File: src/acc_pkg.sv
// package for the converter conversion control block
// assumes an 8-bit special function register bus from the processor core
package acc_pkg;
  // register address and reset
  localparam logic [7:0] CONV_CTRL_ADDR = 8'he8;
  localparam logic [7:0] CONV_CTRL_RST = 8'h00;
  // field positions
  localparam int EN_BIT = 7;
  localparam int TM_BIT = 6;
  localparam int DONE_BIT = 5;
  localparam int BUSY_BIT = 4;
  localparam int WIN_BIT = 3;
  // start source codes
  localparam logic [2:0] SRC_SW = 3'h0;
  localparam logic [2:0] SRC_T0 = 3'h1;
  localparam logic [2:0] SRC_T2 = 3'h2;
  localparam logic [2:0] SRC_T1 = 3'h3;
  localparam logic [2:0] SRC_STRB = 3'h4;
  localparam logic [2:0] SRC_T3 = 3'h5;
  // extra tracking in delayed mode, in sar clock periods
  localparam logic [1:0] TRACK_SAR_CLKS = 2'h3;

  // control register contents
  typedef struct packed {
    logic conv_enable;
    logic track_delay_select;
    logic conv_done_flag;
    logic conv_busy;
    logic window_match_flag;
    logic [2:0] start_source_select;
  } acc_ctrl_type;

  // timer overflow pulses
  typedef struct packed {
    logic t0;
    logic t1;
    logic t2;
    logic t3;
  } acc_tmr_type;
endpackage

File: src/acc_conv_ctrl.sv
// converter conversion control: control register, start source, tracking
// assumes core sfr bus writes/reads of one byte, and a sar converter
// that reports end of conversion and window match as one-cycle pulses
//
// Summary of operation
// - enable low keeps converter in shutdown; high lets conversions start
// - normal mode with converter enabled: track except during conversion
// - normal mode: conversion begins at once on the start event
// - delayed mode: three sar clocks of tracking precede conversion
// - done flag sets at conversion end, stays until software clears it
// - busy bit reads 1 during delayed-mode tracking and during conversion, else 0
// - writing 1 to busy starts only with source 000; 0 does nothing
// - source 000: software busy write is the only trigger
// - sources 001, 010, 011 start on timer 0, 2, 1 overflow
// - source 101 starts on each timer 3 overflow
// - source 100 starts on each rising edge of external strobe
`timescale 1ns/1ps
module acc_conv_ctrl (
  input wire logic i_sys_clk,
  input wire logic i_srst,
  input wire logic i_sfr_wr,
  input wire logic i_sfr_rd,
  input wire logic [7:0] i_sfr_addr,
  input wire logic [7:0] i_sfr_wdata,
  output logic [7:0] o_sfr_rdata,
  output logic o_sfr_sel,
  input wire acc_pkg::acc_tmr_type i_tmr_ovf,
  input wire logic i_ext_convert_strobe,
  input wire logic i_sar_clk_tick,
  input wire logic i_sar_done,
  input wire logic i_window_match,
  output logic o_conv_powered,
  output logic o_tracking,
  output logic o_conv_start,
  output logic o_conv_busy
);
  typedef enum logic [1:0] {ST_IDLE, ST_TRACK, ST_CONV} acc_state_type;

  acc_state_type state_r, state_nxt;
  acc_pkg::acc_ctrl_type ctrl_r, ctrl_nxt;
  logic [1:0] trk_cnt_r, trk_cnt_nxt;
  logic [7:0] rdata_r, rdata_nxt;
  logic strobe_rise;
  logic hit;
  logic wr_sel;
  logic sw_start;
  logic start_evt;
  logic [7:0] wd;

  // external strobe crossing and edge detection
  acc_sync_edge u_strobe (
    .i_sys_clk(i_sys_clk),
    .i_srst(i_srst),
    .i_async(i_ext_convert_strobe),
    .o_rise(strobe_rise)
  );

  assign hit = (i_sfr_addr == acc_pkg::CONV_CTRL_ADDR);
  assign wr_sel = i_sfr_wr & hit;
  assign wd = i_sfr_wdata;
  // software start only on a 1 written to busy with source 000
  assign sw_start = wr_sel & wd[acc_pkg::BUSY_BIT]
    & (wd[2:0] == acc_pkg::SRC_SW)
    & (ctrl_r.start_source_select == acc_pkg::SRC_SW);

  // start event mux from the selected source
  always_comb begin
    case (ctrl_r.start_source_select)
      acc_pkg::SRC_SW: start_evt = sw_start;
      acc_pkg::SRC_T0: start_evt = i_tmr_ovf.t0;
      acc_pkg::SRC_T2: start_evt = i_tmr_ovf.t2;
      acc_pkg::SRC_T1: start_evt = i_tmr_ovf.t1;
      acc_pkg::SRC_STRB: start_evt = strobe_rise;
      acc_pkg::SRC_T3: start_evt = i_tmr_ovf.t3;
      default: start_evt = 1'b0; // reserved codes
    endcase
  end

  // conversion sequencer next state
  always_comb begin
    state_nxt = state_r;
    trk_cnt_nxt = trk_cnt_r;
    case (state_r)
      ST_IDLE: begin
        if (ctrl_r.conv_enable && start_evt) begin
          if (ctrl_r.track_delay_select) begin
            state_nxt = ST_TRACK;
            trk_cnt_nxt = 2'h0;
          end else begin
            state_nxt = ST_CONV;
          end
        end
      end
      ST_TRACK: begin
        if (i_sar_clk_tick) begin
          if (trk_cnt_r == acc_pkg::TRACK_SAR_CLKS - 2'h1) begin
            state_nxt = ST_CONV;
          end else begin
            trk_cnt_nxt = trk_cnt_r + 2'h1;
          end
        end
      end
      ST_CONV: begin
        if (i_sar_done) begin
          state_nxt = ST_IDLE;
        end
      end
      default: state_nxt = ST_IDLE;
    endcase
    if (!ctrl_r.conv_enable) begin
      state_nxt = ST_IDLE; // shutdown aborts
    end
  end

  // control register next value; hardware set wins over software clear
  always_comb begin
    ctrl_nxt = ctrl_r;
    if (wr_sel) begin
      ctrl_nxt.conv_enable = wd[acc_pkg::EN_BIT];
      ctrl_nxt.track_delay_select = wd[acc_pkg::TM_BIT];
      ctrl_nxt.conv_done_flag = wd[acc_pkg::DONE_BIT];
      ctrl_nxt.window_match_flag = wd[acc_pkg::WIN_BIT];
      ctrl_nxt.start_source_select = wd[2:0];
    end
    if (state_r == ST_CONV && i_sar_done) begin
      ctrl_nxt.conv_done_flag = 1'b1;
    end
    if (state_r == ST_CONV && i_sar_done && i_window_match) begin
      ctrl_nxt.window_match_flag = 1'b1;
    end
    ctrl_nxt.conv_busy = (state_nxt != ST_IDLE);
  end

  // read data register
  always_comb begin
    rdata_nxt = 8'h00;
    if (i_sfr_rd && hit) begin
      rdata_nxt = ctrl_r;
    end
  end

  // registers
  always_ff @(posedge i_sys_clk) begin
    if (i_srst) begin
      state_r <= ST_IDLE;
      ctrl_r <= acc_pkg::CONV_CTRL_RST;
      trk_cnt_r <= 2'h0;
      rdata_r <= 8'h00;
    end else begin
      state_r <= state_nxt;
      ctrl_r <= ctrl_nxt;
      trk_cnt_r <= trk_cnt_nxt;
      rdata_r <= rdata_nxt;
    end
  end

  // converter outputs
  assign o_sfr_rdata = rdata_r;
  assign o_sfr_sel = hit;
  assign o_conv_powered = ctrl_r.conv_enable;
  assign o_tracking = ctrl_r.conv_enable && state_r != ST_CONV;
  assign o_conv_start = (state_r != ST_CONV) && (state_nxt == ST_CONV);
  assign o_conv_busy = ctrl_r.conv_busy;

  // assertions
  AST_SHUTDOWN: assert property (@(posedge i_sys_clk) disable iff (i_srst)
    !ctrl_r.conv_enable |=> state_r == ST_IDLE)
    else $error("conversion ran while disabled");
  AST_TRACK: assert property (@(posedge i_sys_clk) disable iff (i_srst)
    ctrl_r.conv_enable && state_r == ST_IDLE |-> o_tracking)
    else $error("not tracking while idle and enabled");
  AST_IMMED: assert property (@(posedge i_sys_clk) disable iff (i_srst)
    state_r == ST_IDLE && ctrl_r.conv_enable && !ctrl_r.track_delay_select
    && start_evt |=> state_r == ST_CONV)
    else $error("normal mode start not immediate");
  AST_DELAY: assert property (@(posedge i_sys_clk) disable iff (i_srst)
    $rose(state_r == ST_CONV) && ctrl_r.track_delay_select
    |-> $past(trk_cnt_r) == 2'h2)
    else $error("delayed tracking length wrong");
  AST_DONE: assert property (@(posedge i_sys_clk) disable iff (i_srst)
    state_r == ST_CONV && i_sar_done |=> ctrl_r.conv_done_flag)
    else $error("done flag not set");
  AST_BUSY: assert property (@(posedge i_sys_clk) disable iff (i_srst)
    i_sfr_rd && hit
    |=> o_sfr_rdata[acc_pkg::BUSY_BIT] == $past(state_r != ST_IDLE))
    else $error("busy bit read does not match sequencer");
  AST_SWSTART: assert property (@(posedge i_sys_clk) disable iff (i_srst)
    sw_start && ctrl_r.conv_enable && state_r == ST_IDLE
    |=> ctrl_r.conv_busy)
    else $error("software start did not make the converter busy");
  AST_WIN: assert property (@(posedge i_sys_clk) disable iff (i_srst)
    state_r == ST_CONV && i_sar_done && i_window_match
    |=> ctrl_r.window_match_flag)
    else $error("window flag not set");
  AST_RSVD: assert property (@(posedge i_sys_clk) disable iff (i_srst)
    ctrl_r.start_source_select[2:1] == 2'h3 |-> !start_evt)
    else $error("start on reserved source");
  AST_STRB: assert property (@(posedge i_sys_clk) disable iff (i_srst)
    strobe_rise |=> !strobe_rise)
    else $error("strobe edge gave two starts");
endmodule // acc_conv_ctrl

File: src/acc_sync_edge.sv
// two-flop synchroniser with rising edge detector
// assumes i_async comes from a pin outside the system clock domain
`timescale 1ns/1ps
module acc_sync_edge (
  input wire logic i_sys_clk,
  input wire logic i_srst,
  input wire logic i_async,
  output logic o_rise
);
  logic s1_r, s1_nxt;
  logic s2_r, s2_nxt;
  logic s3_r, s3_nxt;

  // next values: only s2 reads s1
  always_comb begin
    s1_nxt = i_async;
    s2_nxt = s1_r;
    s3_nxt = s2_r;
  end

  // registers
  always_ff @(posedge i_sys_clk) begin
    if (i_srst) begin
      s1_r <= 1'b0;
      s2_r <= 1'b0;
      s3_r <= 1'b0;
    end else begin
      s1_r <= s1_nxt;
      s2_r <= s2_nxt;
      s3_r <= s3_nxt;
    end
  end

  // one pulse per synchronised rising edge
  assign o_rise = s2_r & ~s3_r;
endmodule // acc_sync_edge

File: config.mk
export PLATFORM = sky130hd
export DESIGN_NAME = acc_conv_ctrl
export DESIGN_NICKNAME = d
export VERILOG_FILES = /design/src/acc_pkg.sv /design/src/acc_conv_ctrl.sv /design/src/acc_sync_edge.sv
export SDC_FILE = /design/constraint.sdc
export NUM_CORES = 1
export LEC_CHECK = 0
export BUFFER_PORTS_ARGS = -buffer_cell sky130_fd_sc_hd__buf_4
export CAP_MARGIN = 20
export CORE_UTILIZATION = 40
export DETAILED_ROUTE_END_ITERATION = 6
export PLACE_DENSITY = 0.69
export SLEW_MARGIN = 10
export SYNTH_ARGS = -nofsm -noshare
export SYNTH_HDL_FRONTEND = slang
export SYNTH_SLANG_ARGS = --single-unit
File: constraint.sdc
create_clock -name i_sys_clk -period 6.26 [get_ports i_sys_clk]
set_clock_uncertainty 0.05 [all_clocks]
set_input_delay 1.878 -clock i_sys_clk [delete_from_list [all_inputs] [get_ports i_sys_clk]]
set_output_delay 1.878 -clock i_sys_clk [all_outputs]
set_load 0.01 [all_outputs]
# == Yosys cells after proc, flatten, opt, wreduce, memory -nomap -nowiden ==
# Index checks and enable logic that the tools add are counted.
# word_totals
reg_bits,23
latchBits,0
ram_bits,0
romBits,0
inputBits,28
wordCells,67
memories,0
# classes
n_addsub,1
mul,0
div,0
magnitude_cmp,0
eq_ne,15
shift,0
muxes,17
n_bitwise,7
n_reduce_logical,15
# op_table
cell,count
2-bit 2-to-1 mux,10
"2-bit inequality test, second input constant",5
"8-bit equality test, second input constant",1
2-bit nonzero test,4
"2-bit equality test, second input constant",3
"3-bit by 2-bit equality test with 1-bit output, second input constant",2
"3-bit equality test, second input constant",2
1-bit logical AND,6
3-bit logical NOT,2
1-bit case mux with 6 select lines,1
2-bit case mux with 3 select lines,1
1-bit AND,5
5-bit AND reduction,1
4-bit 2-to-1 mux,1
2-bit case mux with 2 select lines,1
"3-bit by 1-bit equality test with 1-bit output, second input constant",1
1-bit 2-to-1 mux,3
"2-bit by 1-bit adder with 2-bit output, second input constant",1
"2-bit by 1-bit equality test with 1-bit output, second input constant",1
2-bit logical NOT,1
1-bit NOT,2
2-bit OR reduction,1

# == Longest topological paths before layout ==
# depth
ltp_word,12
depth_mapped,5
depth_no_buf,5

# == By module ==
# From an unflattened synthesis, not the netlist that was laid out.
# hier_totals
cells_unflattened,108
area_unflattened_um2,1062.3
# by_module_without_submodules
module,n_inst,cells_per_inst,area_each_um2
acc_conv_ctrl,1,101,974.7
acc_sync_edge,1,7,87.6

# == Least setup slack after synthesis ==
# No wires, ideal clock.
# synth_timing
kind,in2out
startpoint,input i_sfr_addr[1]
endpoint,output o_conv_start
t_arrival_ns,2.922
required_time_ns,4.332
slack_ns,1.410
cell_stages,4
n_path_buf,0
cell_sequence,nor4b_4 -> and4_4 -> o211ai_1 -> a211oi_1
# synth_via
elab_chain_len,12
# synth_lines
element,line,source
from (decl),acc_conv_ctrl.sv:23,"input wire logic [7:0] i_sfr_addr,"
8-bit equality test,acc_conv_ctrl.sv:58,assign hit = (i_sfr_addr == acc_pkg::CONV_CTRL_ADDR);
1-bit AND,acc_conv_ctrl.sv:59,assign wr_sel = i_sfr_wr & hit;
1-bit AND,acc_conv_ctrl.sv:62,assign sw_start = wr_sel & wd[acc_pkg::BUSY_BIT]
1-bit AND,acc_conv_ctrl.sv:63,& (wd[2:0] == acc_pkg::SRC_SW)
1-bit AND,acc_conv_ctrl.sv:64,& (ctrl_r.start_source_select == acc_pkg::SRC_SW);
1-bit case mux with 6 select lines,acc_conv_ctrl.sv:68,case (ctrl_r.start_source_select)
1-bit logical AND,acc_conv_ctrl.sv:85,if (ctrl_r.conv_enable && start_evt) begin
2-bit 2-to-1 mux,acc_conv_ctrl.sv:85,
2-bit case mux with 3 select lines,acc_conv_ctrl.sv:83,case (state_r)
2-bit 2-to-1 mux,acc_conv_ctrl.sv:110,if (!ctrl_r.conv_enable) begin
2-bit equality test,acc_conv_ctrl.sv:162,assign o_conv_start = (state_r != ST_CONV) && (state_nxt == ST_CONV);
1-bit logical AND,acc_conv_ctrl.sv:162,
to (decl),acc_conv_ctrl.sv:34,"output logic o_conv_start,"
# No other way between the ends.

# == Final worst setup path ==
# Same ends and word-level chain as after synthesis.

==> results_dict.tcl <==
set metrics [dict create \
    fin_crit_sh_pct 81.5 \
    path_cells "buf_4, nor4b_4, and4_4, o211ai_1, a211oi_1, buf_4" \
    pwr-share-clk_pct 28.4 \
    max-vdd-ir-drop_v 0.000124 \
    postCtsResizedCells 0 \
    p_seq_share_pct 63.5 \
    synth_top_area_share_pct 48.0 \
    cts_hold_buf 0 \
    ys_types 31 \
    setup_viol 0 \
    grt_start_max_net_pins 17 \
    num_vias 846 \
    grt_pass1_vias 801 \
    p_total_uw 232 \
    track_usage_pct 17.1 \
    root_buffer "clkbuf_4" \
    outcome "finished clean" \
    clockBufferDepth 2 \
    die_h_microns 51.0 \
    synth_cells 95 \
    drive_gt1_share_pct 36.2 \
    synth_nets 124 \
    dp_hpwl_microns 1690 \
    swShare_pct 20.8 \
    max_stage_delay_ns 0.32 \
    tns_ns 0 \
    place.gp.congestion 0.770 \
    netlist_area_sq_um 958 \
    end_kind "primary output" \
    initialDrtViolationCount 4 \
    post-cts-setup-buffer-count 0 \
    crit_fanout 3 \
    ys_seq_area_share_pct 48.0 \
    core-area_sq_um 2230 \
    cts_buffers 3 \
    cts_tree "done" \
    synth-seq-cells 23 \
    dp_slack_ns 1.15 \
    antenna_left 0 \
    finalWorstSetupSlack_ns 1.16 \
    top_level_ports 41 \
    finalNetCount 168 \
    slew_violations 0 \
    fin_area_sq_um 1320 \
    overflow 0 \
    io_buffers 40 \
    tightestPinTransition_ns 0.544 \
    timing.hold.worst.class "reg -> reg" \
    cp_common_cell "buf_4" \
    vias_per_cell 5.10 \
    clk_latency_ns 0.30 \
    htree_num_levels 1 \
    fin_crit_ns 5.10 \
    dpl.cell_count 162 \
    synth_area_leaders "dfxtp_1 (48%), mux2i_1 (7.3%), and2_1 (5.2%)" \
    cts.sinks 23 \
    antenna_found_initial 0 \
    critPathSlowestCell "nor4b_4" \
    dieWidth_microns 51.0 \
    yosys.area.top_type "dfxtp_1" \
    combinationalPowerShare_pct 8.1 \
    firstDrtPassIters 4 \
    fin_cells 166 \
    p_sw_uw 48.3 \
    critical_path.top_delay_family "simple AND/OR/NAND/NOR gates" \
    yosysWarningCount 0 \
    grt_pass1_wl_microns 3340 \
    r2r_slack_ns 4.77 \
    power_leakage_uw 0.000643 \
    worstPathArrival_ns 3.17 \
    totalWireLength_microns 2130 \
    clk_pin_slew_ns 0.12 \
    start_util_pct 42.9 \
    cp_data_required_time_ns 4.33 \
    cap_violations 0 \
    drc_errors 0 \
    hold_violations 0 \
    area_growth_pct 37.5 \
    avgSynthCellArea_sq_um 10.1 \
    critPathLaunchType "input port" \
    cellPowerDensity_nw_per_um2 176 \
    num_rows 17 \
    p_int_uw 184 \
    critPathKind "in -> out" \
    die_area_sq_um 2600 \
    n_antenna_cell 0 \
    place_area_sq_um 1290 \
    slew-limit-headroom_pct 63.6 \
    path_buf_inv 2 \
    rsz0062_at_grt "false" \
    wl_per_cell_microns 12.8 \
    max_freq_mhz 196 \
]
-- worst register-to-register path, stage by stage, from the launching register on --
cell	delay (ns)
dfxtp_1	0.46
nor3_1	0.09
a311oi_1	0.40
o211a_1	0.29
o21ba_2	0.16
-- layout make-up --
cell class	count	area (sq um)
clock buffer	3	22.5
clock inverter	1	5.00
fill	207	916
inverter	6	22.5
multi-input combinational	65	472
sequential	23	460
tap	28	35.0
timing repair buffer	40	300
-- power by group through the flow --
stage	Clock (uW)	Combinational, uW	Sequential (uW)
floorplan	0	3.75	151
global placement	0	18.3	151
detailed placement	0	18.8	151
CTS	69.2	18.9	147
global route	73.4	20.2	148
finish	65.9	18.7	147
-- flip-flops by register name, indices dropped and copies added, names as in the netlist --
register and flops:
ctrl_r 6, o_conv_busy 1, o_conv_powered 1, o_sfr_rdata 8
state_r 2, trk_cnt_r 2, u_strobe.s1_r 1, u_strobe.s2_r 1
u_strobe.s3_r 1
-- cell usage in the layout (no fill, tap or decap), types with 3 or more instances in the layout --
cell	synthesis	final
buf_4	0	40
clkbuf_4	0	3
nor2_1	6	6
nor3b_1	3	3
dfxtp_1	23	23
nor2b_1	4	4
a21oi_1	3	3
and2_1	8	8
nor3_1	3	3
nand2_1	4	4
inv_1	6	6
mux2i_1	7	7
-- stage by stage --
step                util (%)  hold slack (ns)
floorplan                  -            0.364
finish                  59.0            0.409
detailed placement      57.8            0.381
CTS                     59.0            0.410
global route            59.0            0.424
global placement        57.8            0.370
-- Yosys cell counts --
library cell and number:
a211o_1 1, a211oi_1 2, a21bo_2 1, a21oi_1 3, a311oi_1 1, a31oi_1 2, and2_1 8, and2_2 1
and3b_1 2, and4_4 1, and4b_1 1, clkbuf_1 1, dfxtp_1 23, ha_1 1, inv_1 6, mux2i_1 7
nand2_1 4, nand2b_1 2, nand3_1 2, nand3_2 1, nor2_1 6, nor2b_1 4, nor3_1 3, nor3b_1 3
nor4_1 1, nor4b_4 1, o211a_1 2, o211ai_1 1, o21ai_0 1, o21ba_2 1, o41ai_1 2
-- cell families (layout without fill, tap and decap cells) --
kind of cell / Yosys count / in the layout / share of synthesized area [%]
compound gates: 17 / 17 / 13.6
fa+ha+maj: 1 / 1 / 1.31
buf+inv: 7 / 50 / 2.74
flops: 23 / 23 / 48.0
mux: 7 / 7 / 7.31
simple gates: 40 / 40 / 27.0
-- final timing paths --
kind,from,endpoint,cells after the start
min reg2reg,u_strobe.s1_r,u_strobe.s2_r,1
max reg2reg,ctrl_r[1],state_r[0],4
min,u_strobe.s1_r,u_strobe.s2_r,1
max,i_sfr_addr[1],o_conv_start,6
-- metal layers --
metal	GRT usage, %	routed length [microns]	vias up
met1	20.0	897	394
met4	4.17	0	0
met5	0	0	-
met3	2.68	92	0
met2	32.0	1140	25
li1	-	-	427
(Power assumes the default switching activity.)
